<file path="src/rtc_alarm_pkg.sv">
// Behaviour
// - Alarm weekday in bits 11:8, 1..7 with 1 Sunday; all ones is don't-care.
// - Alarm hour in bits 4:0, 0..23 or 1..12; all ones is don't-care.
// - Bit 5 is alarm PM flag, compared only in 12-hour mode.
// - Alarm month in bits 12:8, 1..12; all ones is don't-care.
// - Alarm date in bits 5:0, 1..31; all ones is don't-care.
// - Control bit 15 selects binary (0) or BCD (1) coding.
// - Bit 14 selects 12-hour mode; in 24-hour mode hour top bit is 0.
// - Writing control bit 11 to 1 halts the seconds counter, 0 runs it.
// - Control bit 10 reports the real seconds counter stopped state.
// - Control bit 9 stops alarms when 1, resumes when 0; resets to 1.
// - Alarm seconds and minutes 0..59; all ones is don't-care.
// - Control bit 8 reports real alarm circuit stopped state; resets to 1.
// - Current hour 0..23 or 1..12, bit 5 is PM flag in 12-hour mode.
package rtc_alarm_pkg;
   // ------------------------------------------------------------
   // Register offsets
   // ------------------------------------------------------------
   localparam logic [7:0] ADDR_ALARM_HOURS_DAY = 8'h15;
   localparam logic [7:0] ADDR_ALARM_DATE_MONTH = 8'h16;
   localparam logic [7:0] ADDR_CLOCK_TIME_CONTROL = 8'h17;
   // ------------------------------------------------------------
   // Field positions
   // ------------------------------------------------------------
   localparam int WEEKDAY_LSB = 8;
   localparam int MERIDIEM_BIT = 5;
   localparam int HOUR_LSB = 0;
   localparam int MONTH_LSB = 8;
   localparam int DATE_LSB = 0;
   localparam int BCD_BIT = 15;
   localparam int TWELVE_HOUR_BIT = 14;
   localparam int COUNTER_STOP_BIT = 11;
   localparam int COUNTER_STOPPED_BIT = 10;
   localparam int ALARM_STOP_BIT = 9;
   localparam int ALARM_STOPPED_BIT = 8;
   // ------------------------------------------------------------
   // Reset values
   // ------------------------------------------------------------
   localparam logic [3:0] WEEKDAY_RESET = 4'h0;
   localparam logic MERIDIEM_RESET = 1'b0;
   localparam logic [4:0] HOUR_RESET = 5'h00;
   localparam logic [4:0] MONTH_RESET = 5'h00;
   localparam logic [5:0] DATE_RESET = 6'h00;
   localparam logic BCD_RESET = 1'b0;
   localparam logic TWELVE_HOUR_RESET = 1'b0;
   localparam logic COUNTER_STOP_RESET = 1'b0;
   localparam logic ALARM_STOP_RESET = 1'b1;
   localparam logic ALARM_STOPPED_RESET = 1'b1;
   // ------------------------------------------------------------
   // Don't-care codes
   // ------------------------------------------------------------
   localparam logic [6:0] DC_SECMIN = 7'h7f;
   localparam logic [6:0] DC_HOUR = 7'h1f;
   localparam logic [6:0] DC_WEEKDAY = 7'h0f;
   localparam logic [6:0] DC_MONTH = 7'h1f;
   localparam logic [6:0] DC_DATE = 7'h3f;
endpackage

</file>
<file path="src/alarm_match_if.sv">
`timescale 1ns/1ps
interface alarm_match_if;
   logic [6:0] alarmSecond;
   logic [6:0] alarmMinute;
   logic [4:0] alarmHour;
   logic alarmMeridiem;
   logic [3:0] alarmWeekday;
   logic [5:0] alarmDate;
   logic [4:0] alarmMonth;
   logic [6:0] curSecond;
   logic [6:0] curMinute;
   logic [5:0] curHour;
   logic [2:0] curWeekday;
   logic [5:0] curDate;
   logic [4:0] curMonth;
   logic twelveHour;
   logic match;
   modport cmp (
      input alarmSecond, alarmMinute, alarmHour, alarmMeridiem,
      input alarmWeekday, alarmDate, alarmMonth,
      input curSecond, curMinute, curHour, curWeekday, curDate, curMonth,
      input twelveHour,
      output match
   );
   modport ctl (
      output alarmSecond, alarmMinute, alarmHour, alarmMeridiem,
      output alarmWeekday, alarmDate, alarmMonth,
      output curSecond, curMinute, curHour, curWeekday, curDate, curMonth,
      output twelveHour,
      input match
   );
endinterface

</file>
<file path="src/rtc_alarm_time_control.sv">
`timescale 1ns/1ps
module rtc_alarm_time_control
   import rtc_alarm_pkg::*;
(
   input wire logic clk,
   input wire logic reset_n,
   input wire logic regWrite,
   input wire logic regRead,
   input wire logic [7:0] regAddr,
   input wire logic [15:0] regWriteData,
   output logic [15:0] regReadData,
   input wire logic [6:0] alarmSecond,
   input wire logic [6:0] alarmMinute,
   input wire logic [6:0] curSecond,
   input wire logic [6:0] curMinute,
   input wire logic [5:0] curHour,
   input wire logic [2:0] curWeekday,
   input wire logic [5:0] curDate,
   input wire logic [4:0] curMonth,
   input wire logic counterHaltedIn,
   output logic counterStopCmd,
   output logic alarmStopCmd,
   output logic alarmStoppedFlag,
   output logic bcdSel,
   output logic twelveHourSel,
   output logic alarmEvent
);
   alarm_match_if m ();

   logic [3:0] alarmWeekday;
   logic alarmMeridiem;
   logic [4:0] alarmHour;
   logic [4:0] alarmMonth;
   logic [5:0] alarmDate;
   logic prevMatch;
   logic [15:0] next_readData;
   logic wrHoursDay;
   logic wrDateMonth;
   logic wrControl;

   function automatic logic hitAddr(input logic [7:0] addr,
                                    input logic [7:0] target);
      hitAddr = addr == target;
   endfunction

   assign wrHoursDay = regWrite && hitAddr(regAddr, ADDR_ALARM_HOURS_DAY);
   assign wrDateMonth = regWrite && hitAddr(regAddr, ADDR_ALARM_DATE_MONTH);
   assign wrControl = regWrite && hitAddr(regAddr, ADDR_CLOCK_TIME_CONTROL);

   // ------------------------------------------------------------
   // Alarm field registers
   // ------------------------------------------------------------
   always_ff @(posedge clk) begin
      if (!reset_n) begin
         alarmWeekday <= WEEKDAY_RESET;
         alarmMeridiem <= MERIDIEM_RESET;
         alarmHour <= HOUR_RESET;
      end else if (wrHoursDay) begin
         alarmWeekday <= regWriteData[WEEKDAY_LSB +: 4];
         alarmMeridiem <= regWriteData[MERIDIEM_BIT];
         alarmHour <= regWriteData[HOUR_LSB +: 5];
      end
   end

   always_ff @(posedge clk) begin
      if (!reset_n) begin
         alarmMonth <= MONTH_RESET;
         alarmDate <= DATE_RESET;
      end else if (wrDateMonth) begin
         alarmMonth <= regWriteData[MONTH_LSB +: 5];
         alarmDate <= regWriteData[DATE_LSB +: 6];
      end
   end

   // ------------------------------------------------------------
   // Time control register
   // ------------------------------------------------------------
   always_ff @(posedge clk) begin
      if (!reset_n) begin
         bcdSel <= BCD_RESET;
         twelveHourSel <= TWELVE_HOUR_RESET;
         counterStopCmd <= COUNTER_STOP_RESET;
         alarmStopCmd <= ALARM_STOP_RESET;
      end else if (wrControl) begin
         bcdSel <= regWriteData[BCD_BIT];
         twelveHourSel <= regWriteData[TWELVE_HOUR_BIT];
         counterStopCmd <= regWriteData[COUNTER_STOP_BIT];
         alarmStopCmd <= regWriteData[ALARM_STOP_BIT];
      end
   end

   // Alarm circuit takes the stop instruction one cycle later
   always_ff @(posedge clk) begin
      if (!reset_n) begin
         alarmStoppedFlag <= ALARM_STOPPED_RESET;
      end else begin
         alarmStoppedFlag <= alarmStopCmd;
      end
   end

   // ------------------------------------------------------------
   // Read path
   // ------------------------------------------------------------
   always_comb begin
      next_readData = 16'h0000;
      case (regAddr)
         ADDR_ALARM_HOURS_DAY: begin
            next_readData[WEEKDAY_LSB +: 4] = alarmWeekday;
            next_readData[MERIDIEM_BIT] = alarmMeridiem;
            next_readData[HOUR_LSB +: 5] = alarmHour;
         end
         ADDR_ALARM_DATE_MONTH: begin
            next_readData[MONTH_LSB +: 5] = alarmMonth;
            next_readData[DATE_LSB +: 6] = alarmDate;
         end
         ADDR_CLOCK_TIME_CONTROL: begin
            next_readData[BCD_BIT] = bcdSel;
            next_readData[TWELVE_HOUR_BIT] = twelveHourSel;
            next_readData[COUNTER_STOP_BIT] = counterStopCmd;
            next_readData[COUNTER_STOPPED_BIT] = counterHaltedIn;
            next_readData[ALARM_STOP_BIT] = alarmStopCmd;
            next_readData[ALARM_STOPPED_BIT] = alarmStoppedFlag;
         end
         default: begin
            next_readData = 16'h0000;
         end
      endcase
   end

   always_ff @(posedge clk) begin
      if (!reset_n) begin
         regReadData <= 16'h0000;
      end else if (regRead) begin
         regReadData <= next_readData;
      end
   end

   // ------------------------------------------------------------
   // Alarm comparison and event
   // ------------------------------------------------------------
   assign m.alarmSecond = alarmSecond;
   assign m.alarmMinute = alarmMinute;
   assign m.alarmHour = alarmHour;
   assign m.alarmMeridiem = alarmMeridiem;
   assign m.alarmWeekday = alarmWeekday;
   assign m.alarmDate = alarmDate;
   assign m.alarmMonth = alarmMonth;
   assign m.curSecond = curSecond;
   assign m.curMinute = curMinute;
   assign m.curHour = curHour;
   assign m.curWeekday = curWeekday;
   assign m.curDate = curDate;
   assign m.curMonth = curMonth;
   assign m.twelveHour = twelveHourSel;

   alarm_compare u_compare (
      .clk(clk),
      .reset_n(reset_n),
      .port(m)
   );

   // One pulse per entry into a match, only while alarms run
   always_ff @(posedge clk) begin
      if (!reset_n) begin
         prevMatch <= 1'b0;
         alarmEvent <= 1'b0;
      end else begin
         prevMatch <= m.match;
         alarmEvent <= m.match && !prevMatch && !alarmStoppedFlag;
      end
   end
endmodule

</file>
<file path="src/alarm_compare.sv">
`timescale 1ns/1ps
module alarm_compare
   import rtc_alarm_pkg::*;
(
   input wire logic clk,
   input wire logic reset_n,
   alarm_match_if.cmp port
);
   // ------------------------------------------------------------
   // Field comparison
   // ------------------------------------------------------------
   function automatic logic fieldHit(input logic [6:0] alarm,
                                     input logic [6:0] cur,
                                     input logic [6:0] dc);
      fieldHit = (alarm == dc) || (alarm == cur);
   endfunction

   logic secHit;
   logic minHit;
   logic hourHit;
   logic dayHit;
   logic dateHit;
   logic monthHit;
   logic next_match;

   always_comb begin
      secHit = fieldHit(port.alarmSecond, port.curSecond, DC_SECMIN);
      minHit = fieldHit(port.alarmMinute, port.curMinute, DC_SECMIN);
      // PM bits only meet in 12-hour mode; raw codes compared as stored
      hourHit = ({2'b00, port.alarmHour} == DC_HOUR) ||
                (port.alarmHour == port.curHour[4:0] &&
                 (!port.twelveHour ||
                  port.alarmMeridiem == port.curHour[5]));
      dayHit = fieldHit({3'b000, port.alarmWeekday},
                        {4'b0000, port.curWeekday}, DC_WEEKDAY);
      dateHit = fieldHit({1'b0, port.alarmDate}, {1'b0, port.curDate},
                         DC_DATE);
      monthHit = fieldHit({2'b00, port.alarmMonth}, {2'b00, port.curMonth},
                          DC_MONTH);
      next_match = secHit && minHit && hourHit && dayHit && dateHit &&
                   monthHit;
   end

   always_ff @(posedge clk) begin
      if (!reset_n) begin
         port.match <= 1'b0;
      end else begin
         port.match <= next_match;
      end
   end
endmodule

</file>
<file path="config.mk">
export PLATFORM = sky130hd
export DESIGN_NAME = rtc_alarm_time_control
export DESIGN_NICKNAME = d
export VERILOG_FILES = /design/src/rtc_alarm_pkg.sv /design/src/alarm_match_if.sv /design/src/rtc_alarm_time_control.sv /design/src/alarm_compare.sv
export SDC_FILE = /design/constraint.sdc
export NUM_CORES = 1
export LEC_CHECK = 0
export BUFFER_PORTS_ARGS = -buffer_cell sky130_fd_sc_hd__buf_2
export CORE_MARGIN = 8
export CORE_UTILIZATION = 47
export DETAILED_ROUTE_END_ITERATION = 16
export PLACE_DENSITY = 0.79
export SYNTH_ARGS = -nofsm -noshare
export SYNTH_HDL_FRONTEND = slang
export SYNTH_SLANG_ARGS = --single-unit
</file>
<file path="constraint.sdc">
create_clock -name clk -period 2.2 [get_ports clk]
set_clock_uncertainty 0.1 [all_clocks]
set_input_delay 0.44 -clock clk [delete_from_list [all_inputs] [get_ports clk]]
set_output_delay 0.44 -clock clk [all_outputs]
set_load 0.1 [all_outputs]
</file>
==> impl_metrics.toml <==
[status]
status = "finished, final reports clean"

[layout]
final_layout_size_suffix_gt1_share_pct = 34.0
nNetsFinal = 411
final_cell_area_mm2 = 0.00290
register_area_um2 = 841
diodes = 0
finish.utilization_pct = 61.8
nFillCells = 441
multi_input_area_mm2 = 0.00133
syn_to_final_growth_pct = 27.4

[timing]
finalCritPeriodShare_pct = 85.7
layout_setup_ws_ns = 0.314
setup_viol = 0
period_needed_ns = 1.89
maxSlewViolCount = 0
rsz0062_at_grt = "no"
hold_viol_final = 0
max_freq_ghz = 0.530

[placed_design]
detailed_place.area_mm2 = 0.00279
dp_hpwl_um = 4870
dp_slack_ns = -0.0285
gp_congestion = 0.827
port_buffers = 92

[yosys]
synth_edf_count = 0
syn_area_mm2 = 0.00228
yosysMostFrequentCell = "dfxtp_1"
ys_ff_latch = 42
yosys_warnings = 0
synth_cell_types = 37
yosysTopAreaCell = "dfxtp_1"
synthArstFlopShare_pct = 0
ys_seq_area_share_pct = 36.9
synth_common_cells = "dfxtp_1 (42), nor2b_1 (26), mux2i_1 (25)"
synthCells = 240
synth.area.top_cells = "dfxtp_1 (37%), mux2i_1 (11%), xnor2_1 (8.9%)"
synth_top_area_share_pct = 36.9
avgSynthCellArea_um2 = 9.48
synth_flop_cell = "dfxtp_1"

[floorplanning]
core-area_mm2 = 0.00469
io_pins = 99
die_h_um = 85.6
die_area_mm2 = 0.00732
die_w_um = 85.6
initial_core_util_pct = 48.5
num_rows = 25

[route]
firstDrtPassIters = 4
num_vias = 2012
drt-total-wl_um = 6160
drt_iter0_markers = 88
post-route-drc-count = 0
ant_nets = 0
wl_per_cell_um = 15.8
routed_via_density = 5.17

[clocking]
htreeDepth = 2
post_cts.repair.setup_buffers = 0
cts_tree = "built"
cts_made_buffers = 5
clk_latency_ns = 0.29
cts_buffer_depth = 2
hold_buffers = 0
cts_resized = 0
cts_root_buf = "clkbuf_8"
cts.sinks = 42
clk_pin_slew_ns = 0.08

[setup_path]
critPathMaxFanout = 5
end_kind = "flip-flop"
r2r_cells = 5
cp.arrival_ns = 1.97
critPathLaunchType = "input pin"
worstPathRequired_ns = 2.28
crit_type = "in2reg"

[power_and_ir_drop]
comb_power_share_pct = 13.1
cellInternalPower_mw = 1.20
p_leak_nw = 1.35
powerDensity_mw_per_mm2 = 541
swShare_pct = 23.6
switching_power_mw = 0.371
total_power_mw = 1.57
seqPwrFrac_pct = 48.5
clockPowerShare_pct = 38.5
max-vdd-ir-drop_uv = 395

[global_route]
grt_max_degree = 24
antenna_found_initial = 0
overflow = 0
grt.total_usage_pct = 16.8
grt_first_pass_wirelength_um = 9950
grt_pass1_vias = 2129

[min_path]
hold_depth = 3
hold_path.class = "in2reg"

[job]
cap_violations = 0
## cell usage in the layout (no fill, tap or decap), types with 2 or more instances in the layout
master,synthesis,routed
dfxtp_1,42,42
nand4_1,9,9
a22o_1,6,6
conb_1,1,3
xor2_1,8,8
and2_1,6,6
nand2_1,5,5
nand3_1,16,16
a21boi_1,2,2
nor2b_1,26,26
nand2b_1,10,10
a22oi_1,4,4
a21boi_0,7,7
o21ai_0,2,2
buf_2,3,92
inv_1,6,6
and3_1,2,2
nor2_1,2,2
mux2_2,4,4
clkbuf_8,0,5
mux2i_1,25,25
buf_4,3,9
o22ai_1,6,6
xnor2_1,23,23
## critical path, cell delays in order
cell and delay, ns:
buf_2 0.09, or4b_1 0.52, nor3b_2 0.29, buf_4 0.20, nand4_4 0.16, mux2i_1 0.19, nand2_1 0.06
## cell families after synthesis
| group | after synthesis | synth area share [%] |
|---|---|---|
| AO/OA/AOI/OAI | 33 | 10.8 |
| XOR/XNOR | 31 | 11.9 |
| buffers and inverters | 22 | 4.95 |
| flip-flops | 42 | 36.9 |
| multiplexers | 29 | 13.0 |
| other | 1 | 0.165 |
| AND/OR/NAND/NOR | 82 | 22.2 |
## layout make-up
class | instances | share of cell area (%)
Timing Repair Buffer | 101 | 18.2
Clock inverter | 2 | 1.29
Tap cell | 54 | 2.33
Inverter | 6 | 0.777
Sequential cell | 42 | 29.0
Multi-Input combinational cell | 178 | 45.9
Clock buffer | 6 | 2.50
## routing by layer
layer	share of wire (%)	vias up	track usage [%]	routed length, µm
met5	0	-	0	0
met4	1.7	0	6.69	102
met3	5.8	6	5.06	358
met2	50	63	28.6	3090
met1	42	922	19.2	2610
li1	-	1021	-	-
## registers in the layout, indices dropped and copies added, names as in the netlist
signal	flops
alarmHour	5
alarmWeekday	4
bcdSel	1
counterStopCmd	1
alarmDate	6
u_compare.port.match	1
regReadData	13
alarmStopCmd	1
alarmMeridiem	1
alarmStoppedFlag	1
twelveHourSel	1
alarmEvent	1
prevMatch	1
alarmMonth	5
## metrics by stage
step / setup TNS (ns) / hold WS [ns] / std cells
global route: 0 / 0.308 / 389
CTS: 0 / 0.292 / 389
global placement: 0 / 0.279 / 381
finish: 0 / 0.302 / 389
floorplan: 0 / 0.272 / 242
detailed placement: -0.0285 / 0.291 / 381
## power groups by stage
stage          Clock (mW)  Sequential, mW  Combinational, mW
6_report            0.604           0.761              0.205
5_1_grt             0.654           0.761              0.221
4_1_cts             0.618           0.761              0.204
3_5_place_dp            0           0.779              0.203
3_3_place_gp            0           0.779              0.198
2_1_floorplan           0           0.780              0.111
## final timing paths
check | slack, ns | endpoint | from
setup reg to reg | 0.39 | u_compare.port.match | alarmMonth[4]
hold reg to reg | 0.30 | alarmEvent | prevMatch
setup / recovery | 0.31 | alarmStopCmd | regAddr[7]
hold / removal | 0.30 | alarmMonth[4] | regWriteData[12]
(Power assumes the default switching activity.)
